## src/smip_pkg.sv

```systemverilog
// Constants for the SMI and wake status/enable bank: register indexes, masks, resets.
// Assumes an APB master with 32-bit data; byte address is four times the register index.
//
// Functional notes
// - Wake output asserts only with global wake enable 1 and either enable and status both 1, or group SMI routed to wake.
// - Disabled wake source still records status but never drives the wake output.
// - Wake enable group five bits 0..7 map to group five pins 0..7.
// - Wake enable group five clears only on standby reset, not other resets.
// - Reserved indexes 0F and 15 read zero and ignore writes.
// - Peripheral SMI status follows sources; host writes never clear it.
// - Parallel bit reads 1 while port inactive, else follows acknowledge input.
// - Peripheral status defaults 02; parallel bit forced 1 on any reset.
// - Peripheral status bits 2..5: second UART, first UART, floppy, MIDI.
// - Input-device status mouse, keyboard, port1 line2 bits clear only at source.
// - Infrared bit sets on selected receive input transition, cleared by read.
// - Pin status registers clear bits written with one, keep bits written zero.
// - Pins A status: bits 0-2 pins 20-22, 4-6 pins 24-26, 7 pin 60.
// - Pins B status: bits 0-3 pins 30-33, 4-7 pins 41,42,43,61.
// - Fan status: bits 0-3 pins 54-57, bit 6 first fan, bit 7 second.
// - Peripheral SMI enable bits 1..5 gate their sources onto group SMI.
// - Status two to five and peripheral enable reset to 00 on standby reset.
// - Group SMI routes to pin, serial stream and wake, each separately enabled.
package smip_pkg;

    // ----------------------------------------------------------------
    // Register indexes
    // ----------------------------------------------------------------
    localparam logic [9:0] IDX_WAKE_EN5   = 10'h00E;
    localparam logic [9:0] IDX_RSVD_A     = 10'h00F;
    localparam logic [9:0] IDX_STS_PERIPH = 10'h010;
    localparam logic [9:0] IDX_STS_INPUT  = 10'h011;
    localparam logic [9:0] IDX_STS_PINS_A = 10'h012;
    localparam logic [9:0] IDX_STS_PINS_B = 10'h013;
    localparam logic [9:0] IDX_STS_FANS   = 10'h014;
    localparam logic [9:0] IDX_RSVD_B     = 10'h015;
    localparam logic [9:0] IDX_EN_PERIPH  = 10'h016;
    localparam logic [9:0] IDX_EN_INPUT   = 10'h017;
    localparam logic [9:0] IDX_EN_PINS_A  = 10'h018;
    localparam logic [9:0] IDX_EN_PINS_B  = 10'h019;
    localparam logic [9:0] IDX_EN_FANS    = 10'h01A;
    localparam logic [9:0] IDX_CONTROL    = 10'h020;
    localparam logic [9:0] IDX_WAKE_STS5  = 10'h021;
    localparam logic [9:0] IDX_IRQ_STS    = 10'h022;
    localparam logic [9:0] IDX_IRQ_MASK   = 10'h023;

    // ----------------------------------------------------------------
    // Reset values and writable masks
    // ----------------------------------------------------------------
    localparam logic [7:0] RST_ZERO        = 8'h00;
    localparam logic [7:0] RST_STS_PERIPH  = 8'h02;
    localparam logic [7:0] MASK_EN_PERIPH  = 8'h3E;
    localparam logic [7:0] MASK_EN_INPUT   = 8'hF7;
    localparam logic [7:0] MASK_EN_PINS_A  = 8'hF7;
    localparam logic [7:0] MASK_EN_FANS    = 8'hCF;
    localparam logic [7:0] MASK_CONTROL    = 8'h07;
    localparam logic [7:0] MASK_IRQ        = 8'h03;

    // ----------------------------------------------------------------
    // Field positions
    // ----------------------------------------------------------------
    localparam int CTL_GLOBAL_WAKE  = 0;
    localparam int CTL_PAR_ACTIVE   = 1;
    localparam int CTL_IR_SELECT_B  = 2;
    localparam int ROUTE_WAKE       = 5;
    localparam int ROUTE_SERIAL     = 6;
    localparam int ROUTE_PIN        = 7;
    localparam int IRQ_SMI_RISE     = 0;
    localparam int IRQ_WAKE_RISE    = 1;

    // Width of the synchronised pin vector
    localparam int SYNC_W = 31;

endpackage : smip_pkg

```

## src/smip_sync.sv

```systemverilog
// Three-stage pin synchroniser with an agreement filter.
// Assumes inputs are asynchronous to clk; outputs are in the clk domain.
`timescale 1ns/100ps
module smip_sync #(
    parameter int W = 1
) (
    // Clock and reset
    input  wire logic         clk,
    input  wire logic         rstn,
    // Pins and filtered view
    input  wire logic [W-1:0] din,
    output logic      [W-1:0] level,
    output logic      [W-1:0] rise,
    output logic      [W-1:0] change
);
    logic [W-1:0] ff1;
    logic [W-1:0] ff2;
    logic [W-1:0] ff3;
    logic [W-1:0] agree;
    logic [W-1:0] next_level;

    always_ff @(posedge clk or negedge rstn) begin
        if (!rstn) begin
            ff1 <= '0;
            ff2 <= '0;
            ff3 <= '0;
        end else begin
            ff1 <= din;
            ff2 <= ff1;
            ff3 <= ff2;
        end
    end

    // A level only counts once stages two and three match
    assign agree      = ~(ff2 ^ ff3);
    assign next_level = (ff3 & agree) | (level & ~agree);
    assign change     = next_level ^ level;
    assign rise       = next_level & ~level;

    always_ff @(posedge clk or negedge rstn) begin
        if (!rstn) begin
            level <= '0;
        end else begin
            level <= next_level;
        end
    end

endmodule : smip_sync

```

## src/smip_w1c_bank.sv

```systemverilog
// Sticky status bits: hardware sets, software clears by writing one.
// Assumes set and clear are single-cycle strobes on the same clock.
`timescale 1ns/100ps
module smip_w1c_bank #(
    parameter int W = 8
) (
    // Clock and reset
    input  wire logic         clk,
    input  wire logic         rstn,
    // Set and clear strobes
    input  wire logic [W-1:0] set,
    input  wire logic [W-1:0] clr,
    // State
    output logic      [W-1:0] flags
);
    // Set wins so an event landing on the clear cycle is kept
    always_ff @(posedge clk or negedge rstn) begin
        if (!rstn) begin
            flags <= '0;
        end else begin
            flags <= set | (flags & ~clr);
        end
    end

endmodule : smip_w1c_bank

```

## src/smip_bank.sv

```systemverilog
// SMI status/enable and group-five wake bank behind an APB slave.
// Assumes presetn is the standby-power reset and other resets arrive as a pulse.
//
// The APB interface to the registers was left to the implementer.
`timescale 1ns/100ps
module smip_bank (
    // Clock and standby reset
    input  wire logic        pclk,
    input  wire logic        presetn,
    // Main-power, soft and hard resets, combined pulse
    input  wire logic        system_reset,
    // APB slave
    input  wire logic        psel,
    input  wire logic        penable,
    input  wire logic        pwrite,
    input  wire logic [11:0] paddr,
    input  wire logic [31:0] pwdata,
    input  wire logic [3:0]  pstrb,
    output logic      [31:0] prdata,
    output logic             pready,
    output logic             pslverr,
    // Peripheral interrupt levels, same clock
    input  wire logic        second_uart_irq,
    input  wire logic        first_uart_irq,
    input  wire logic        floppy_irq,
    input  wire logic        midi_irq,
    input  wire logic        mouse_irq,
    input  wire logic        keyboard_irq,
    input  wire logic        port1_line2_irq,
    // Pins
    input  wire logic        printer_acknowledge_n,
    input  wire logic        infrared_receive_a,
    input  wire logic        infrared_receive_b,
    input  wire logic        fan_speed_input_first,
    input  wire logic        fan_speed_input_second,
    input  wire logic [7:0]  general_pin_group2,
    input  wire logic [3:0]  general_pin_group3,
    input  wire logic [3:0]  general_pin_group4,
    input  wire logic [7:0]  general_pin_group5,
    input  wire logic [1:0]  general_pin_group6,
    // Outputs
    output logic             wake_out_n,
    output logic             group_smi_n,
    output logic             smi_serial_request,
    output logic             irq
);
    import smip_pkg::*;

    // ----------------------------------------------------------------
    // Pin synchronisation
    // ----------------------------------------------------------------
    logic [SYNC_W-1:0] pins_raw;
    logic [SYNC_W-1:0] pins_level;
    logic [SYNC_W-1:0] pins_rise;
    logic [SYNC_W-1:0] pins_change;
    logic [7:0]        gp2_rise;
    logic [3:0]        gp3_rise;
    logic [3:0]        gp4_rise;
    logic [7:0]        gp5_rise;
    logic [1:0]        gp6_rise;
    logic [1:0]        fan_rise;
    logic              ack_rise;
    logic [1:0]        ir_rise;
    logic              ack_level;

    assign pins_raw = {general_pin_group2, general_pin_group3, general_pin_group4,
                       general_pin_group5, general_pin_group6, fan_speed_input_second,
                       fan_speed_input_first, printer_acknowledge_n,
                       infrared_receive_b, infrared_receive_a};

    smip_sync #(.W(SYNC_W)) u_sync (
        .clk    (pclk),
        .rstn   (presetn),
        .din    (pins_raw),
        .level  (pins_level),
        .rise   (pins_rise),
        .change (pins_change)
    );

    assign {gp2_rise, gp3_rise, gp4_rise, gp5_rise, gp6_rise, fan_rise,
            ack_rise, ir_rise} = pins_rise;
    assign ack_level = pins_level[2];

    // ----------------------------------------------------------------
    // APB decode
    // ----------------------------------------------------------------
    logic [9:0] idx;
    logic       aligned;
    logic       access;
    logic       wr;
    logic       rd_done;
    logic [7:0] wdat;
    logic       mapped;

    assign idx     = paddr[11:2];
    assign aligned = (paddr[1:0] == 2'b00);
    assign access  = psel & penable & pready;
    assign wr      = access & pwrite & pstrb[0] & aligned;
    assign rd_done = access & ~pwrite & aligned;
    assign wdat    = pwdata[7:0];

    assign mapped = aligned && (idx inside {IDX_WAKE_EN5, IDX_RSVD_A, IDX_STS_PERIPH,
                    IDX_STS_INPUT, IDX_STS_PINS_A, IDX_STS_PINS_B, IDX_STS_FANS, IDX_RSVD_B,
                    IDX_EN_PERIPH, IDX_EN_INPUT, IDX_EN_PINS_A, IDX_EN_PINS_B, IDX_EN_FANS,
                    IDX_CONTROL, IDX_WAKE_STS5, IDX_IRQ_STS, IDX_IRQ_MASK});

    // ----------------------------------------------------------------
    // Writable registers
    // ----------------------------------------------------------------
    logic [7:0] wake_enable_group5;
    logic [7:0] smi_enable_peripherals;
    logic [7:0] smi_enable_input_devices;
    logic [7:0] smi_enable_pins_a;
    logic [7:0] smi_enable_pins_b;
    logic [7:0] smi_enable_pins_fans;
    logic [7:0] control;
    logic [7:0] irq_mask;

    // Only the standby reset reaches these; system_reset is ignored here
    always_ff @(posedge pclk or negedge presetn) begin
        if (!presetn) begin
            wake_enable_group5 <= RST_ZERO;
        end else if (wr && idx == IDX_WAKE_EN5) begin
            wake_enable_group5 <= wdat;
        end
    end

    always_ff @(posedge pclk or negedge presetn) begin
        if (!presetn) begin
            smi_enable_peripherals   <= RST_ZERO;
            smi_enable_input_devices <= RST_ZERO;
            smi_enable_pins_a        <= RST_ZERO;
            smi_enable_pins_b        <= RST_ZERO;
            smi_enable_pins_fans     <= RST_ZERO;
        end else if (wr) begin
            case (idx)
                IDX_EN_PERIPH: smi_enable_peripherals   <= wdat & MASK_EN_PERIPH;
                IDX_EN_INPUT:  smi_enable_input_devices <= wdat & MASK_EN_INPUT;
                IDX_EN_PINS_A: smi_enable_pins_a        <= wdat & MASK_EN_PINS_A;
                IDX_EN_PINS_B: smi_enable_pins_b        <= wdat;
                IDX_EN_FANS:   smi_enable_pins_fans     <= wdat & MASK_EN_FANS;
                default: begin
                end
            endcase
        end
    end

    always_ff @(posedge pclk or negedge presetn) begin
        if (!presetn) begin
            control  <= RST_ZERO;
            irq_mask <= RST_ZERO;
        end else if (wr && idx == IDX_CONTROL) begin
            control <= wdat & MASK_CONTROL;
        end else if (wr && idx == IDX_IRQ_MASK) begin
            irq_mask <= wdat & MASK_IRQ;
        end
    end

    // ----------------------------------------------------------------
    // Source-cleared and read-cleared status
    // ----------------------------------------------------------------
    logic [7:0] smi_status_peripherals;
    logic [7:0] input_levels;
    logic       infrared_edge_flag;
    logic       ir_edge;
    logic       ir_read_clear;
    logic [7:0] smi_status_input_devices;

    // Any reset forces the parallel bit; inactive port reads 1
    always_ff @(posedge pclk or negedge presetn) begin
        if (!presetn) begin
            smi_status_peripherals <= RST_STS_PERIPH;
        end else begin
            smi_status_peripherals <= {2'b00, midi_irq, floppy_irq, first_uart_irq,
                                       second_uart_irq, 1'b0, 1'b0};
            smi_status_peripherals[1] <= system_reset | ~control[CTL_PAR_ACTIVE]
                                         | ack_level;
        end
    end

    always_ff @(posedge pclk or negedge presetn) begin
        if (!presetn) begin
            input_levels <= RST_ZERO;
        end else begin
            input_levels <= {3'b000, port1_line2_irq, 1'b0, 1'b0, keyboard_irq,
                             mouse_irq};
        end
    end

    // Edge taken before the receive mux; changing the select makes no edge
    assign ir_edge       = control[CTL_IR_SELECT_B] ? pins_change[1] : pins_change[0];
    assign ir_read_clear = rd_done && idx == IDX_STS_INPUT;

    always_ff @(posedge pclk or negedge presetn) begin
        if (!presetn) begin
            infrared_edge_flag <= 1'b0;
        end else begin
            infrared_edge_flag <= ir_edge | (infrared_edge_flag & ~ir_read_clear);
        end
    end

    always_comb begin
        smi_status_input_devices    = input_levels;
        smi_status_input_devices[2] = infrared_edge_flag;
    end

    // ----------------------------------------------------------------
    // Write-one-to-clear status
    // ----------------------------------------------------------------
    logic [7:0] smi_status_pins_a;
    logic [7:0] smi_status_pins_b;
    logic [7:0] smi_status_pins_fans;
    logic [7:0] wake_status_group5;
    logic [7:0] irq_status;
    logic [7:0] set_a;
    logic [7:0] set_b;
    logic [7:0] set_fans;
    logic [7:0] irq_set;

    assign set_a    = {gp6_rise[0], gp2_rise[6:4], 1'b0, gp2_rise[2:0]};
    assign set_b    = {gp6_rise[1], gp4_rise[3:1], gp3_rise};
    assign set_fans = {fan_rise[1], fan_rise[0], 2'b00, gp5_rise[7:4]};

    smip_w1c_bank #(.W(8)) u_sts_a (
        .clk   (pclk),
        .rstn  (presetn),
        .set   (set_a),
        .clr   ((wr && idx == IDX_STS_PINS_A) ? wdat : RST_ZERO),
        .flags (smi_status_pins_a)
    );

    smip_w1c_bank #(.W(8)) u_sts_b (
        .clk   (pclk),
        .rstn  (presetn),
        .set   (set_b),
        .clr   ((wr && idx == IDX_STS_PINS_B) ? wdat : RST_ZERO),
        .flags (smi_status_pins_b)
    );

    smip_w1c_bank #(.W(8)) u_sts_fans (
        .clk   (pclk),
        .rstn  (presetn),
        .set   (set_fans),
        .clr   ((wr && idx == IDX_STS_FANS) ? wdat : RST_ZERO),
        .flags (smi_status_pins_fans)
    );

    // Status keeps recording even with wake disabled
    smip_w1c_bank #(.W(8)) u_wake_sts (
        .clk   (pclk),
        .rstn  (presetn),
        .set   (gp5_rise),
        .clr   ((wr && idx == IDX_WAKE_STS5) ? wdat : RST_ZERO),
        .flags (wake_status_group5)
    );

    smip_w1c_bank #(.W(8)) u_irq_sts (
        .clk   (pclk),
        .rstn  (presetn),
        .set   (irq_set),
        .clr   ((wr && idx == IDX_IRQ_STS) ? (wdat & MASK_IRQ) : RST_ZERO),
        .flags (irq_status)
    );

    // ----------------------------------------------------------------
    // Group SMI and wake
    // ----------------------------------------------------------------
    logic smi_any;
    logic wake_any;
    logic smi_prev;
    logic wake_prev;

    assign smi_any = |(smi_status_peripherals & smi_enable_peripherals)
                   | |(smi_status_input_devices & smi_enable_input_devices & MASK_EN_PINS_A)
                   | |(smi_status_pins_a & smi_enable_pins_a)
                   | |(smi_status_pins_b & smi_enable_pins_b)
                   | |(smi_status_pins_fans & smi_enable_pins_fans);

    assign wake_any = control[CTL_GLOBAL_WAKE]
                    & ( |(wake_enable_group5 & wake_status_group5)
                      | (smi_any & smi_enable_input_devices[ROUTE_WAKE]));

    assign irq_set = {6'b000000, wake_any & ~wake_prev, smi_any & ~smi_prev};

    always_ff @(posedge pclk or negedge presetn) begin
        if (!presetn) begin
            group_smi_n        <= 1'b1;
            smi_serial_request <= 1'b0;
            wake_out_n         <= 1'b1;
            smi_prev           <= 1'b0;
            wake_prev          <= 1'b0;
        end else begin
            group_smi_n        <= ~(smi_any & smi_enable_input_devices[ROUTE_PIN]);
            smi_serial_request <= smi_any & smi_enable_input_devices[ROUTE_SERIAL];
            wake_out_n         <= ~wake_any;
            smi_prev           <= smi_any;
            wake_prev          <= wake_any;
        end
    end

    always_ff @(posedge pclk or negedge presetn) begin
        if (!presetn) begin
            irq <= 1'b0;
        end else begin
            irq <= |(irq_status & irq_mask);
        end
    end

    // ----------------------------------------------------------------
    // Read path
    // ----------------------------------------------------------------
    logic [7:0] rd_mux;

    always_comb begin
        rd_mux = RST_ZERO;
        case (idx)
            IDX_WAKE_EN5:   rd_mux = wake_enable_group5;
            IDX_STS_PERIPH: rd_mux = smi_status_peripherals;
            IDX_STS_INPUT:  rd_mux = smi_status_input_devices;
            IDX_STS_PINS_A: rd_mux = smi_status_pins_a;
            IDX_STS_PINS_B: rd_mux = smi_status_pins_b;
            IDX_STS_FANS:   rd_mux = smi_status_pins_fans;
            IDX_EN_PERIPH:  rd_mux = smi_enable_peripherals;
            IDX_EN_INPUT:   rd_mux = smi_enable_input_devices;
            IDX_EN_PINS_A:  rd_mux = smi_enable_pins_a;
            IDX_EN_PINS_B:  rd_mux = smi_enable_pins_b;
            IDX_EN_FANS:    rd_mux = smi_enable_pins_fans;
            IDX_CONTROL:    rd_mux = control;
            IDX_WAKE_STS5:  rd_mux = wake_status_group5;
            IDX_IRQ_STS:    rd_mux = irq_status;
            IDX_IRQ_MASK:   rd_mux = irq_mask;
            default:        rd_mux = RST_ZERO;
        endcase
    end

    // One wait state: data and pready are registered together
    always_ff @(posedge pclk or negedge presetn) begin
        if (!presetn) begin
            pready  <= 1'b0;
            pslverr <= 1'b0;
            prdata  <= 32'h0000_0000;
        end else if (psel && penable && !pready) begin
            pready  <= 1'b1;
            pslverr <= ~mapped;
            prdata  <= (mapped && !pwrite) ? {24'h00_0000, rd_mux} : 32'h0000_0000;
        end else begin
            pready  <= 1'b0;
            pslverr <= 1'b0;
            prdata  <= 32'h0000_0000;
        end
    end

endmodule : smip_bank

```

## config.mk

```make
export PLATFORM = sky130hd
export DESIGN_NAME = smip_bank
export DESIGN_NICKNAME = d
export VERILOG_FILES = /design/src/smip_pkg.sv /design/src/smip_sync.sv /design/src/smip_w1c_bank.sv /design/src/smip_bank.sv
export SDC_FILE = /design/constraint.sdc
export NUM_CORES = 1
export LEC_CHECK = 0
export BUFFER_PORTS_ARGS = -buffer_cell sky130_fd_sc_hd__buf_2
export CORE_MARGIN = 5
export CORE_UTILIZATION = 40
export DETAILED_ROUTE_END_ITERATION = 10
export GPL_TIMING_DRIVEN = 1
export PLACE_DENSITY = 0.62
export SLEW_MARGIN = 20
export SYNTH_ARGS = -nofsm -noshare
export SYNTH_HDL_FRONTEND = slang
export SYNTH_SLANG_ARGS = --single-unit
```

## constraint.sdc

```tcl
create_clock -name pclk -period 1.7 [get_ports pclk]
set_input_delay 0.085 -clock pclk [delete_from_list [all_inputs] [get_ports pclk]]
set_output_delay 0.085 -clock pclk [all_outputs]
set_load 0.02 [all_outputs]
```

Word level (Yosys, flattened, before mapping)
Index checks and enable logic that the tools add are counted.
{"block": "classes", "addsub": 0, "n_mul": 0, "div_mod_pow": 0, "magnitude_cmp": 0, "n_eq_ne": 17, "shift": 0, "n_mux": 11, "bitwise_logic": 62, "reduce_logical": 30}
{"op": "one-hot mux 8 bit (15 select lines)", "n": 1}
{"op": "== test 10 x 5 -> 1 bit, second input constant", "n": 11}
{"op": "bitwise AND 8 bit", "n": 9}
{"op": "bitwise AND 31 bit", "n": 2}
{"op": "inverter 31 bit", "n": 2}
{"op": "2-to-1 mux 8 bit", "n": 6}
{"op": "OR reduction 8 bit", "n": 6}
{"op": "== test 10 x 6 -> 1 bit, second input constant", "n": 4}
{"op": "inverter 8 bit", "n": 4}
{"op": "OR 8 bit", "n": 4}
{"op": "OR 31 bit", "n": 1}
{"op": "bitwise XOR 31 bit", "n": 1}
{"op": "bitwise AND 30 bit", "n": 1}
{"op": "inverter 30 bit", "n": 1}
{"op": "== test 10 x 4 -> 1 bit, second input constant", "n": 2}
{"op": "nonzero test 17 bit", "n": 1}
{"op": "bitwise AND 1 bit", "n": 14}
{"op": "logical AND 1 bit", "n": 13}
{"op": "AND reduction 2 bit", "n": 6}
{"op": "inverter 1 bit", "n": 9}
{"op": "bitwise AND 5 x 8 -> 8 bit", "n": 1}
{"op": "bitwise AND 8 x 2 -> 8 bit", "n": 1}
{"op": "inverter 2 -> 8 bit", "n": 1}
{"op": "OR 1 bit", "n": 8}
{"op": "8 further kinds", "n": 11}
{"block": "word_totals", "regBits": 259, "latch_bits": 0, "mem_bits_rw": 0, "romBits": 0, "in_bits": 92, "output_inout_bits": 38, "wordCells": 149, "mem_count": 0}

Logic depth before layout (Yosys ltp)
Gate-level depths: netlist of run 1.
{"block": "logic_depth", "word_depth": 11, "mapped_depth": 7, "depth_no_buf": 5}

By module
Synthesis of run 1 repeated with hierarchy kept, for this count alone.
{"block": "unflattened", "hier_cells": 801, "area_unflattened_um2": 10032.1}
{"module": "smip_sync", "n_inst": 1, "cells_each": 279, "area_each_um2": 4344.2, "seq_area_each_um2": 3103.0}
{"module": "smip_bank", "n_inst": 1, "cells_each": 402, "area_each_um2": 4236.6, "seq_area_each_um2": 1780.5}
{"module": "smip_w1c_bank", "n_inst": 5, "cells_each": 24, "area_each_um2": 290.3, "seq_area_each_um2": 200.2}

Worst setup path after synthesis of run 1
OpenSTA, ideal clock, no wires.
{"block": "synth_timing", "path_kind": "register -> register", "startpoint": "register pready", "endpoint": "register smi_enable_pins_a[4]", "setup_time_ps": 125, "t_arrival_ps": 1765, "t_required_ps": 1575, "slack_ps": -190, "stages_incl_launch_ff": 6, "path_buffers": 1, "period_less_slack_ps": 1890, "path_cell_list": "dfrtp_1 and3_2 nand4_4 buf_6 nor4_4 mux2_2"}
{"block": "synth_between", "elab_chain_len": 5}
{"element": "from (decl)", "line_no": "smip_bank.sv:20", "rtl": "output logic pready,"}
{"element": "from (signal assigned)", "line_no": "smip_bank.sv:339", "rtl": "pready <= 1'b0;"}
{"element": "from (signal assigned)", "line_no": "smip_bank.sv:343", "rtl": "pready <= 1'b1;"}
{"element": "from (signal assigned)", "line_no": "smip_bank.sv:347", "rtl": "pready <= 1'b0;"}
{"element": "bitwise AND 1 bit", "line_no": "smip_bank.sv:97", "rtl": "assign access = psel & penable & pready;"}
{"element": "bitwise AND 1 bit (3 in a row)", "line_no": "smip_bank.sv:98", "rtl": "assign wr = access & pwrite & pstrb[0] & aligned;"}
{"element": "AND reduction 2 bit (no line)"}
{"element": "to (signal assigned)", "line_no": "smip_bank.sv:139", "rtl": "IDX_EN_PINS_A: smi_enable_pins_a <= wdat & MASK_EN_PINS_A;"}
{"element": "to (decl)", "line_no": "smip_bank.sv:113", "rtl": "logic [7:0] smi_enable_pins_a;"}
Every way passes these cells.
A chain may end at the register's enable or synchronous reset.

Final worst setup path of run 1
{"block": "layout_timing", "startpoint": "register pready", "endpoint": "register wake_enable_group5[0]"}
{"block": "layout_between", "elab_chain_len": 5}
{"element": "bitwise AND 1 bit", "line_no": "smip_bank.sv:97"}
{"element": "bitwise AND 1 bit (3 in a row)", "line_no": "smip_bank.sv:98"}
{"element": "logical AND 1 bit", "line_no": "smip_bank.sv:123", "rtl": "end else if (wr && idx == IDX_WAKE_EN5) begin"}
{"element": "to (signal assigned)", "line_no": "smip_bank.sv:124", "rtl": "wake_enable_group5 <= wdat;"}
{"element": "to (decl)", "line_no": "smip_bank.sv:110", "rtl": "logic [7:0] wake_enable_group5;"}
Every way passes these cells.

==> run_summary.xml, run 1 <==
<?xml version="1.0" encoding="UTF-8"?>
<metrics>
  <group name="layout">
    <metric name="drive_gt1_share" unit="%">32.0</metric>
    <metric name="stdcell_area" unit="sq um">11300</metric>
    <metric name="multi_input_area" unit="sq um">3010</metric>
    <metric name="final_net_count" unit="">929</metric>
    <metric name="regArea" unit="sq um">5440</metric>
    <metric name="post-route-util" unit="%">53.9</metric>
    <metric name="layout.cells.non_filler" unit="">1130</metric>
    <metric name="nFillCells" unit="">1769</metric>
    <metric name="syn2layout_area_growth" unit="%">32.6</metric>
    <metric name="diodes" unit="">0</metric>
  </group>
  <group name="job">
    <metric name="cap_viol_max_count" unit="">0</metric>
  </group>
  <group name="clocking">
    <metric name="cts_tree" unit="">built</metric>
    <metric name="clkSlewWorstSetupHoldPaths" unit="ns">0.06</metric>
    <metric name="master_cell_of_the_clock_root_buffer" unit="">clkbuf_16</metric>
    <metric name="worstSkewPairLatency" unit="ns">0.51</metric>
    <metric name="tritoncts_num_sinks" unit="">217</metric>
    <metric name="htreeDepth" unit="">1</metric>
    <metric name="max-clock-path-buffers" unit="">3</metric>
    <metric name="number_of_cts_inserted_buffers" unit="">24</metric>
  </group>
  <group name="logic_synthesis">
    <metric name="synth.avg_cell_area" unit="sq um">13.5</metric>
    <metric name="async_reset_ff_share" unit="%">100</metric>
    <metric name="adder_and_majority_cell_fraction_of_the_synthesized_area" unit="%">2.81</metric>
    <metric name="synth-seq-cells" unit="">217</metric>
    <metric name="seq_area_frac_synth" unit="%">63.6</metric>
    <metric name="commonest_register_cell_after_synthesis" unit="">dfrtp_1</metric>
    <metric name="synth_top_area_share" unit="%">62.7</metric>
    <metric name="synthesis.area" unit="sq um">8540</metric>
    <metric name="post-synth-top-area-cell" unit="">dfrtp_1</metric>
    <metric name="synth-edff-count" unit="">0</metric>
    <metric name="synth_xor_xnor_area_share" unit="%">0</metric>
    <metric name="yosys_warnings" unit="">0</metric>
    <metric name="synth.area.mux_share" unit="%">7.94</metric>
    <metric name="post_synth_and_or_nand_nor_area_fraction" unit="%">11.2</metric>
    <metric name="yosysUniqueCellTypes" unit="">60</metric>
    <metric name="synth.area.top_cells" unit="">dfrtp_1, mux2_2, nand2_1, maj3_1, a22oi_1</metric>
    <metric name="synth-compound-area-share" unit="%">11.1</metric>
    <metric name="dominant_combinational_cell_family_by_area_after_synthesis" unit="">simple AND/OR/NAND/NOR gates</metric>
    <metric name="mapped_cells" unit="">631</metric>
  </group>
  <group name="timing">
    <metric name="hold_viol" unit="">0</metric>
    <metric name="final_period_minus_worst_setup_slack" unit="ns">1.71</metric>
    <metric name="rsz0062_at_grt" unit="">yes</metric>
    <metric name="setup-tns-final" unit="ns">-0.0103</metric>
    <metric name="timing.final.ws_setup" unit="ns">-0.00559</metric>
    <metric name="drv_slew" unit="">0</metric>
    <metric name="clock-skew-final" unit="ns">0.0140</metric>
    <metric name="fin_hold_ws" unit="ns">0.0215</metric>
    <metric name="finalSetupViolations" unit="">3</metric>
    <metric name="fmaxAchievable" unit="MHz">586</metric>
    <metric name="period_share" unit="%">100</metric>
  </group>
  <group name="setup_path">
    <metric name="crit_fanout" unit="">8</metric>
    <metric name="worst_r2r_path_depth" unit="">6</metric>
    <metric name="crit_path_start" unit="">pready</metric>
    <metric name="cp-end-kind" unit="">flip-flop</metric>
    <metric name="critPathCapture" unit="">wake_enable_group5[0]</metric>
    <metric name="r2r_end" unit="">wake_enable_group5[0]</metric>
    <metric name="rr_startpoint" unit="">pready</metric>
    <metric name="worstSetupStartpointType" unit="">flip-flop</metric>
    <metric name="rrSetupSlack" unit="ns">-0.006</metric>
    <metric name="critPathRequiredTime" unit="ns">2.09</metric>
    <metric name="worst-endpoint-arrival" unit="ns">2.09</metric>
    <metric name="setup.worst_path.class" unit="">reg -&gt; reg</metric>
  </group>
  <group name="pwr">
    <metric name="ir_drop" unit="V">0.000805</metric>
    <metric name="clkPwrFrac" unit="%">49.2</metric>
    <metric name="internal_power" unit="mW">9.46</metric>
    <metric name="reg_power_share" unit="%">45.2</metric>
    <metric name="p_leak" unit="nW">5.09</metric>
    <metric name="total_power" unit="mW">12.1</metric>
    <metric name="power.share.combinational" unit="%">5.6</metric>
    <metric name="netSwitchingFraction" unit="%">21.7</metric>
    <metric name="netSwitchingPower" unit="mW">2.62</metric>
    <metric name="p_per_area" unit="nW/um^2">1070</metric>
  </group>
  <group name="die">
    <metric name="initial_core_util" unit="%">40.6</metric>
    <metric name="io_pins" unit="">130</metric>
    <metric name="fp-row-count" unit="">53</metric>
    <metric name="die_width" unit="microns">156</metric>
    <metric name="design.die.area" unit="sq um">24400</metric>
    <metric name="die-height" unit="microns">156</metric>
    <metric name="core-area" unit="sq um">21000</metric>
  </group>
  <group name="place">
    <metric name="dpl_cell_area" unit="sq um">9790</metric>
    <metric name="port_buffers" unit="">75</metric>
    <metric name="routabilityCongestion" unit="">0.945</metric>
    <metric name="pre_cts_ws" unit="ns">-0.0811</metric>
    <metric name="placedCellCount" unit="">1035</metric>
    <metric name="dp_hpwl" unit="microns">17400</metric>
  </group>
  <group name="routing">
    <metric name="detail-route-antenna-nets" unit="">0</metric>
    <metric name="route.detailed.drc" unit="">0</metric>
    <metric name="initialDrtViolationCount" unit="">356</metric>
    <metric name="detail_route.wirelength" unit="microns">24300</metric>
    <metric name="route.detailed.wl_per_inst" unit="microns">21.5</metric>
    <metric name="detail_route.first_pass.iterations" unit="">5</metric>
    <metric name="vias_per_cell" unit="">5.26</metric>
    <metric name="total_number_of_vias" unit="">5944</metric>
  </group>
  <group name="global_route">
    <metric name="grt_antenna_before_repair" unit="">0</metric>
    <metric name="globalRoute.totalOverflow" unit="">0</metric>
    <metric name="grt_pass1_wl" unit="microns">37200</metric>
    <metric name="grt_pass1_vias" unit="">6248</metric>
    <metric name="grt_start_max_net_pins" unit="">58</metric>
    <metric name="track_usage" unit="%">19.8</metric>
  </group>
  <group name="status">
    <metric name="outcome" unit="">complete, but fails checks</metric>
    <metric name="failed_checks" unit="">negative setup slack</metric>
  </group>
  <group name="hold_path">
    <metric name="kind_of_path_behind_the_tightest_hold_check" unit="">in -&gt; reg</metric>
  </group>
</metrics>
## how the worst min path moves through the flow
stage / depth (start not counted) / startpoint / end
3_3_place_gp: 1 / presetn / u_sync.ff3[28]
3_5_place_dp: 1 / presetn / u_sync.level[28]
4_1_cts: 5 / paddr[0] / infrared_edge_flag
6_report: 5 / paddr[0] / infrared_edge_flag
5_1_grt: 3 / pwdata[1] / u_sts_fans.flags[1]
2_1_floorplan: 0 / presetn / asynchronous set/reset pin
## cells by family after synthesis
logic type	Yosys count
flip-flops	217
other	1
buffers and inverters	43
adder cells (fa/ha/maj)	24
AND/OR/NAND/NOR	165
multiplexers	59
AO/OA/AOI/OAI	122
## power groups by stage
stage	registers (mW)	clock network, mW	logic [mW]
finish	5.46	5.94	0.676
global route	5.48	6.32	0.748
CTS	5.46	6.09	0.679
detailed placement	5.56	0	0.589
global placement	5.54	0	0.576
floorplan	5.52	0	0.285
## registers in the layout (all words and copies together) (netlist names), 8 cells and up, named ones only
name	cells
prdata	8
u_sts_b.flags	8
wake_enable_group5	8
u_sts_fans.flags	8
u_wake_sts.flags	8
u_sync.ff3	28
smi_enable_pins_b	8
u_sts_a.flags	8
u_sync.level	27
u_sync.ff1	28
u_sync.ff2	28
## final cells by class
cell class / instances / area share (%)
well taps: 275 / 3.04
inverters: 4 / 0.133
clock buffers: 30 / 6.13
clock inverters: 14 / 2.11
flip-flops and latches: 217 / 48.0
multi-input cells: 394 / 26.5
repair buffers: 196 / 14.1
## per-layer routing
metal | global-route usage [%] | wire length, microns | up-vias
li1 | - | - | 2682
met1 | 27.9 | 10900 | 3025
met3 | 3.38 | 1430 | 44
met4 | 5.54 | 630 | 0
met2 | 32.0 | 11300 | 193
met5 | 0 | 0 | -
## cells in the mapped netlist (3+ instances only)
library cell	instances
nand4_1	4
a21o_1	9
o211ai_1	3
a21boi_0	5
nand2b_1	4
dfrtp_1	214
nand2_2	3
and2_1	5
maj3_1	24
buf_2	3
mux2_2	50
mux2i_1	7
o21ai_0	8
a221oi_1	7
nand2_1	80
dfstp_2	3
and3_1	3
a32oi_1	3
nor3_1	10
a21oi_1	6
a22oi_1	29
nor2b_1	3
clkbuf_1	5
a31oi_1	8
nor2_1	21
buf_4	29
nor3_4	6
a22o_1	8
nand3_1	4
inv_1	4
nor4_4	3
o2bb2ai_1	22
## placed cells by master, fill, tap and decap left out, types with 5 or more instances in the layout
cell and instances:
nand2_1 80, o2bb2ai_1 22, buf_12 13, bufinv_16 6, buf_2 74, a221oi_1 7, a31oi_1 8, a21o_1 9
clkbuf_16 26, nor3_4 6, nor3_1 9, mux2_2 28, a21oi_1 6, dfrtp_1 213, maj3_1 24, buf_4 59
nor2_1 21, dlygate4sd3_1 48, mux2i_1 7, mux2_4 22, clkbuf_8 5, and2_1 5, o21ai_0 8, a22oi_1 29
a22o_1 8, a21boi_0 5, conb_1 24
## worst max-delay path, stage by stage (launching register included)
cell     delay [ns]
dfrtp_2        0.35
and3_4         0.19
nand4_4        0.12
buf_12         0.19
nor3b_4        0.23
buf_12         0.18
mux2_4         0.30
## timing repair
action	CTS	global route
endpoints found under the setup margin	11	35
cloned	0	1
hold buffers	48	0
gates resized for setup	0	23
hold endpoints to repair	283	0
setup buffers	0	2
pin swaps	2	3
(Power assumes the default switching activity.)
==> run 2, diff against run 1 <==
- ABC_AREA: default -> 1
==> run_summary.xml, run 2 <==
<?xml version="1.0" encoding="UTF-8"?>
<metrics>
  <group name="layout">
    <metric name="diodes" unit="">0</metric>
    <metric name="post-route-util" unit="%">51.0</metric>
    <metric name="final_net_count" unit="">1145</metric>
    <metric name="most-common-layout-cells" unit="">nand2_1, dfrtp_1, o21ai_0</metric>
    <metric name="stdcell_area" unit="sq um">10700</metric>
    <metric name="syn2layout_area_growth" unit="%">25.3</metric>
    <metric name="nFillCells" unit="">1987</metric>
    <metric name="layout.cells.non_filler" unit="">1345</metric>
    <metric name="layout_commonest_cell" unit="">nand2_1</metric>
    <metric name="top_regs" unit="">u_sync.ff1: 28 flops, u_sync.ff2: 28 flops, u_sync.ff3: 28 flops</metric>
    <metric name="drive_gt1_share" unit="%">17.4</metric>
  </group>
  <group name="logic_synthesis">
    <metric name="async_reset_ff_share" unit="%">100</metric>
    <metric name="yosys_warnings" unit="">0</metric>
    <metric name="synth.avg_cell_area" unit="sq um">9.75</metric>
    <metric name="yosysUniqueCellTypes" unit="">33</metric>
    <metric name="mapped_cells" unit="">880</metric>
    <metric name="seq_area_frac_synth" unit="%">63.4</metric>
    <metric name="synth-seq-cells" unit="">217</metric>
    <metric name="synth.most_common_cell" unit="">nand2_1</metric>
    <metric name="post-synth-top-area-cell" unit="">dfrtp_1</metric>
    <metric name="commonest_register_cell_after_synthesis" unit="">dfrtp_1</metric>
    <metric name="synth_top_area_share" unit="%">62.4</metric>
    <metric name="synth.area.top_cells" unit="">dfrtp_1, nand2_1, o21ai_0, nor2_1, inv_1</metric>
    <metric name="post_synth_most_frequent_cells" unit="">nand2_1, dfrtp_1, o21ai_0, nor2_1, inv_1</metric>
    <metric name="synth-edff-count" unit="">0</metric>
    <metric name="synthesis.area" unit="sq um">8580</metric>
  </group>
  <group name="pwr">
    <metric name="ir_drop" unit="V">0.000637</metric>
    <metric name="p_leak" unit="nW">5.11</metric>
    <metric name="total_power" unit="mW">11.1</metric>
    <metric name="p_per_area" unit="nW/um^2">1030</metric>
  </group>
  <group name="place">
    <metric name="dpl_cell_area" unit="sq um">9530</metric>
    <metric name="dp_hpwl" unit="microns">15800</metric>
    <metric name="port_buffers" unit="">75</metric>
    <metric name="placedCellCount" unit="">1259</metric>
    <metric name="pre_cts_ws" unit="ns">-0.00102</metric>
    <metric name="routabilityCongestion" unit="">0.955</metric>
  </group>
  <group name="routing">
    <metric name="detail-route-antenna-nets" unit="">0</metric>
    <metric name="detail_route.first_pass.iterations" unit="">5</metric>
    <metric name="total_number_of_vias" unit="">6416</metric>
    <metric name="route.detailed.wl_per_inst" unit="microns">16.2</metric>
    <metric name="detail_route.wirelength" unit="microns">21800</metric>
    <metric name="vias_per_cell" unit="">4.77</metric>
    <metric name="initialDrtViolationCount" unit="">489</metric>
    <metric name="route.detailed.drc" unit="">0</metric>
  </group>
  <group name="timing">
    <metric name="period_share" unit="%">93.1</metric>
    <metric name="clock-skew-final" unit="ns">0.00822</metric>
    <metric name="final_period_minus_worst_setup_slack" unit="ns">1.58</metric>
    <metric name="drv_slew" unit="">0</metric>
    <metric name="fin_hold_ws" unit="ns">0.0251</metric>
    <metric name="finalSetupViolations" unit="">0</metric>
    <metric name="setup-tns-final" unit="ns">0</metric>
    <metric name="timing.final.ws_setup" unit="ns">0.117</metric>
    <metric name="fmaxAchievable" unit="MHz">632</metric>
    <metric name="rsz0062_at_grt" unit="">no</metric>
    <metric name="hold_viol" unit="">0</metric>
  </group>
  <group name="clocking">
    <metric name="master_cell_of_the_clock_root_buffer" unit="">clkbuf_16</metric>
    <metric name="cts_tree" unit="">built</metric>
    <metric name="tritoncts_num_sinks" unit="">217</metric>
    <metric name="worstSkewPairLatency" unit="ns">0.52</metric>
    <metric name="number_of_cts_inserted_buffers" unit="">24</metric>
    <metric name="htreeDepth" unit="">1</metric>
    <metric name="max-clock-path-buffers" unit="">3</metric>
    <metric name="post_cts_setup_bufs" unit="">0</metric>
    <metric name="clkSlewWorstSetupHoldPaths" unit="ns">0.06</metric>
  </group>
  <group name="setup_path">
    <metric name="critPathRequiredTime" unit="ns">2.10</metric>
    <metric name="worst-endpoint-arrival" unit="ns">1.98</metric>
    <metric name="setup.worst_path.class" unit="">reg -&gt; reg</metric>
    <metric name="crit_fanout" unit="">13</metric>
    <metric name="worstSetupStartpointType" unit="">flip-flop</metric>
    <metric name="cp-end-kind" unit="">flip-flop</metric>
  </group>
  <group name="global_route">
    <metric name="grt_start_max_net_pins" unit="">53</metric>
    <metric name="grt_pass1_wl" unit="microns">34600</metric>
    <metric name="grt_antenna_before_repair" unit="">0</metric>
    <metric name="grt_pass1_vias" unit="">6495</metric>
    <metric name="globalRoute.totalOverflow" unit="">0</metric>
    <metric name="track_usage" unit="%">17.9</metric>
  </group>
  <group name="die">
    <metric name="io_pins" unit="">130</metric>
    <metric name="fp-row-count" unit="">53</metric>
    <metric name="core-area" unit="sq um">21100</metric>
    <metric name="die_width" unit="microns">156</metric>
    <metric name="die-height" unit="microns">156</metric>
    <metric name="initial_core_util" unit="%">40.7</metric>
    <metric name="design.die.area" unit="sq um">24500</metric>
  </group>
  <group name="status">
    <metric name="outcome" unit="">finished, final reports clean</metric>
  </group>
  <group name="job">
    <metric name="cap_viol_max_count" unit="">0</metric>
  </group>
  <group name="hold_path">
    <metric name="kind_of_path_behind_the_tightest_hold_check" unit="">in -&gt; reg</metric>
  </group>
</metrics>
-- run 2: power breakdown --
part | switching (mW) | internal (mW) | leakage (nW)
Clock | 2.09 | 2.98 | 0.379
Sequential | 0.0881 | 5.35 | 2.58
Combinational | 0.372 | 0.238 | 2.16
Total | 2.55 | 8.56 | 5.11
-- run 2: final cells by class --
type	count	area (sq um)	share of cell area [%]
clock buffer	30	674	6.27
clock inverter	13	111	1.04
inverter	72	270	2.51
multi-input combinational	578	2710	25.2
sequential	217	5430	50.6
tap	275	344	3.20
timing repair buffer	160	1210	11.2
-- run 2: routing by layer --
layer	vias to the layer above	global-route usage [%]	routed length (microns)
met4	0	6.45	741
li1	3119	-	-
met5	-	0	0
met2	189	29.0	10300
met1	3057	24.6	9460
met3	51	2.79	1310
-- run 2: worst paths after layout --
kind,startpoint,depth (start not counted),to,slack [ns]
setup / recovery,pready,7,u_wake_sts.flags[3],0.12
hold / removal,pwdata[6],3,smi_enable_pins_b[6],0.03
setup reg to reg,pready,7,u_wake_sts.flags[3],0.12
hold reg to reg,u_sync.ff1[6],0,u_sync.ff2[6],0.34
max in group asynchronous,presetn,3,smi_status_peripherals[1],0.93
min in group asynchronous,presetn,2,irq,0.10
-- run 2: timing repair --
action,4_1_cts,5_1_grt
endpoints found under the setup margin,0,5
hold buffers,43,0
endpoints found under the hold margin,260,0
gates resized for setup,0,1
-- run 2: kinds of logic (layout without fill, tap and decap cells) --
kind of cell	after synthesis	count (layout)	share of synthesized area, %
compound gates	114	114	7.03
other cells	1	24	0.0437
fa+ha+maj	22	22	2.57
flops	217	217	63.4
simple gates	418	418	20.9
buf+inv	108	275	6.11
-- run 2: worst max-delay path, stage by stage (launching register included) --
cell     delay, ns
dfrtp_1       0.38
nand3_2       0.11
nor3_4        0.21
buf_12        0.18
nand2_1       0.12
buf_4         0.19
o21ai_0       0.20
nand2_1       0.07
==> run 3, diff against run 2 <==
==> constraint.sdc (replaced) <==
create_clock -name pclk -period 1.7 [get_ports pclk]
set_input_delay 0.425 -clock pclk [delete_from_list [all_inputs] [get_ports pclk]]
set_output_delay 0.425 -clock pclk [all_outputs]
set_load 0.02 [all_outputs]
==> run_summary.xml, run 3 (synthesis gave the netlist of run 2 again) <==
<?xml version="1.0" encoding="UTF-8"?>
<metrics>
  <group name="clocking">
    <metric name="htreeDepth" unit="">1</metric>
    <metric name="cts_tree" unit="">built</metric>
    <metric name="worstSkewPairLatency" unit="ns">0.53</metric>
    <metric name="tritoncts_num_sinks" unit="">217</metric>
    <metric name="number_of_cts_inserted_buffers" unit="">24</metric>
    <metric name="max-clock-path-buffers" unit="">3</metric>
    <metric name="clkSlewWorstSetupHoldPaths" unit="ns">0.06</metric>
    <metric name="post_cts_setup_bufs" unit="">0</metric>
    <metric name="master_cell_of_the_clock_root_buffer" unit="">clkbuf_16</metric>
  </group>
  <group name="die">
    <metric name="die_width" unit="microns">156</metric>
    <metric name="die-height" unit="microns">156</metric>
    <metric name="design.die.area" unit="sq um">24500</metric>
    <metric name="fp-row-count" unit="">53</metric>
    <metric name="core-area" unit="sq um">21100</metric>
    <metric name="io_pins" unit="">130</metric>
    <metric name="initial_core_util" unit="%">40.7</metric>
  </group>
  <group name="routing">
    <metric name="detail-route-antenna-nets" unit="">0</metric>
    <metric name="vias_per_cell" unit="">4.64</metric>
    <metric name="detail_route.first_pass.iterations" unit="">5</metric>
    <metric name="initialDrtViolationCount" unit="">386</metric>
    <metric name="total_number_of_vias" unit="">6363</metric>
    <metric name="route.detailed.wl_per_inst" unit="microns">15.6</metric>
    <metric name="detail_route.wirelength" unit="microns">21500</metric>
    <metric name="route.detailed.drc" unit="">0</metric>
  </group>
  <group name="place">
    <metric name="routabilityCongestion" unit="">0.956</metric>
    <metric name="dp_hpwl" unit="microns">15600</metric>
    <metric name="port_buffers" unit="">75</metric>
    <metric name="pre_cts_ws" unit="ns">-0.250</metric>
    <metric name="dpl_cell_area" unit="sq um">9790</metric>
    <metric name="placedCellCount" unit="">1295</metric>
  </group>
  <group name="setup_path">
    <metric name="crit_chain" unit="">buf_2</metric>
    <metric name="r2r_end" unit="">u_irq_sts.flags[1]</metric>
    <metric name="critical_path.n_buffers_inverters" unit="">1</metric>
    <metric name="rr_startpoint" unit="">u_sts_fans.flags[3]</metric>
    <metric name="cp-end-kind" unit="">output pin</metric>
    <metric name="crit_path_start" unit="">group_smi_n</metric>
    <metric name="setup.worst_path.class" unit="">reg -&gt; out</metric>
    <metric name="critPathRequiredTime" unit="ns">1.27</metric>
    <metric name="rrSetupSlack" unit="ns">0.13</metric>
    <metric name="worst-endpoint-arrival" unit="ns">1.19</metric>
    <metric name="crit_cells" unit="">1</metric>
    <metric name="max_stage_delay" unit="ns">0.51</metric>
    <metric name="worstSetupStartpointType" unit="">flip-flop</metric>
    <metric name="crit_path_max_delay_family" unit="">flip-flops</metric>
    <metric name="worst_r2r_path_depth" unit="">10</metric>
    <metric name="critPathCapture" unit="">group_smi_n</metric>
    <metric name="critical_path.slowest_cell" unit="">dfstp_2</metric>
    <metric name="crit_fanout" unit="">1</metric>
  </group>
  <group name="timing">
    <metric name="fmaxAchievable" unit="MHz">620</metric>
    <metric name="finalSetupViolations" unit="">0</metric>
    <metric name="setup-tns-final" unit="ns">0</metric>
    <metric name="clock-skew-final" unit="ns">0.0153</metric>
    <metric name="final_period_minus_worst_setup_slack" unit="ns">1.61</metric>
    <metric name="fin_hold_ws" unit="ns">0.0159</metric>
    <metric name="timing.final.ws_setup" unit="ns">0.0883</metric>
    <metric name="hold_viol" unit="">0</metric>
    <metric name="period_share" unit="%">94.8</metric>
    <metric name="drv_slew" unit="">0</metric>
    <metric name="rsz0062_at_grt" unit="">no</metric>
  </group>
  <group name="pwr">
    <metric name="ir_drop" unit="V">0.000889</metric>
    <metric name="total_power" unit="mW">11.4</metric>
    <metric name="p_per_area" unit="nW/um^2">1040</metric>
    <metric name="p_leak" unit="nW">5.26</metric>
  </group>
  <group name="global_route">
    <metric name="globalRoute.totalOverflow" unit="">0</metric>
    <metric name="track_usage" unit="%">17.9</metric>
    <metric name="globalRouteMet3Util" unit="%">2.71</metric>
    <metric name="grt_pass1_wl" unit="microns">34600</metric>
    <metric name="grt_pass1_vias" unit="">6436</metric>
    <metric name="grt_antenna_before_repair" unit="">0</metric>
    <metric name="top_usage_layer" unit="">met2</metric>
    <metric name="grt_use_met1" unit="%">24.7</metric>
    <metric name="grt_use_met2" unit="%">30.2</metric>
    <metric name="grt_start_max_net_pins" unit="">46</metric>
  </group>
  <group name="layout">
    <metric name="layout_commonest_cell" unit="">nand2_1</metric>
    <metric name="layout.cells.non_filler" unit="">1372</metric>
    <metric name="multi_input_area" unit="sq um">2710</metric>
    <metric name="drive_gt1_share" unit="%">20.3</metric>
    <metric name="final_net_count" unit="">1171</metric>
    <metric name="nFillCells" unit="">1952</metric>
    <metric name="most-common-layout-cells" unit="">nand2_1, dfrtp_1, o21ai_0</metric>
    <metric name="post-route-util" unit="%">52.0</metric>
    <metric name="diodes" unit="">0</metric>
    <metric name="top_regs" unit="">u_sync.ff1: 28 flops, u_sync.ff2: 28 flops, u_sync.ff3: 28 flops</metric>
    <metric name="stdcell_area" unit="sq um">11000</metric>
    <metric name="syn2layout_area_growth" unit="%">27.9</metric>
    <metric name="regArea" unit="sq um">5430</metric>
  </group>
  <group name="hold_path">
    <metric name="kind_of_path_behind_the_tightest_hold_check" unit="">in -&gt; reg</metric>
  </group>
  <group name="job">
    <metric name="cap_viol_max_count" unit="">0</metric>
  </group>
  <group name="status">
    <metric name="outcome" unit="">finished, final reports clean</metric>
  </group>
</metrics>
[run 3: cell types whose count changed in the layout (fill, tap and decap cells not counted), sizes merged]
cell | previous run | this run
clkbuf | 30 | 29
buf | 117 | 153
bufinv | 1 | 3
dlygate4sd3 | 43 | 33
clkinvlp | 4 | 3
clkinv | 7 | 8
[run 3: layout make-up]
type                    instances  share of cell area, %
clock buffers                  29                   5.92
inverters                      72                   2.46
clock inverters                15                   1.77
flip-flops and latches        217                   49.6
multi-input cells             578                   24.7
well taps                     275                   3.14
repair buffers                186                   12.4
[run 3: worst reg2reg max path, delay by kind of cell (launching register included)]
family           cells  cell delay [ns]
flip-flops           1             0.40
AND/OR/NAND/NOR     10             1.04
[run 3: power by group]
| group | switching [mW] | total [mW] | internal, mW |
|---|---|---|---|
| registers | 0.0860 | 5.43 | 5.35 |
| clock network | 2.16 | 5.39 | 3.22 |
| logic | 0.373 | 0.622 | 0.248 |
[run 3: metal layers]
| layer | up-vias | wire [microns] |
|---|---|---|
| met4 | 0 | 481 |
| met1 | 3000 | 9590 |
| met5 | - | 0 |
| met2 | 157 | 10400 |
| met3 | 36 | 995 |
| li1 | 3170 | - |
[run 3: worst min path at each step]
| stage | startpoint | endpoint | slack (ns) | cells past startpoint |
|---|---|---|---|---|
| finish | second_uart_irq | smi_status_peripherals[2] | 0.02 | 1 |
| global route | general_pin_group2[0] | u_sync.ff1[23] | 0.0005 | 1 |
| CTS | general_pin_group2[0] | u_sync.ff1[23] | 0.001 | 1 |
| detailed placement | u_sync.ff1[10] | u_sync.ff2[10] | 0.33 | 0 |
| global placement | u_sync.ff1[27] | u_sync.ff2[27] | 0.33 | 0 |
| floorplan | presetn | asynchronous set/reset pin | 0.13 | 0 |
[run 3: timing repair]
item                       4_1_cts  5_1_grt
hold endpoints to repair        63        0
resized for setup                0        1
setup endpoints to repair        0       11
hold buffers                    33        0
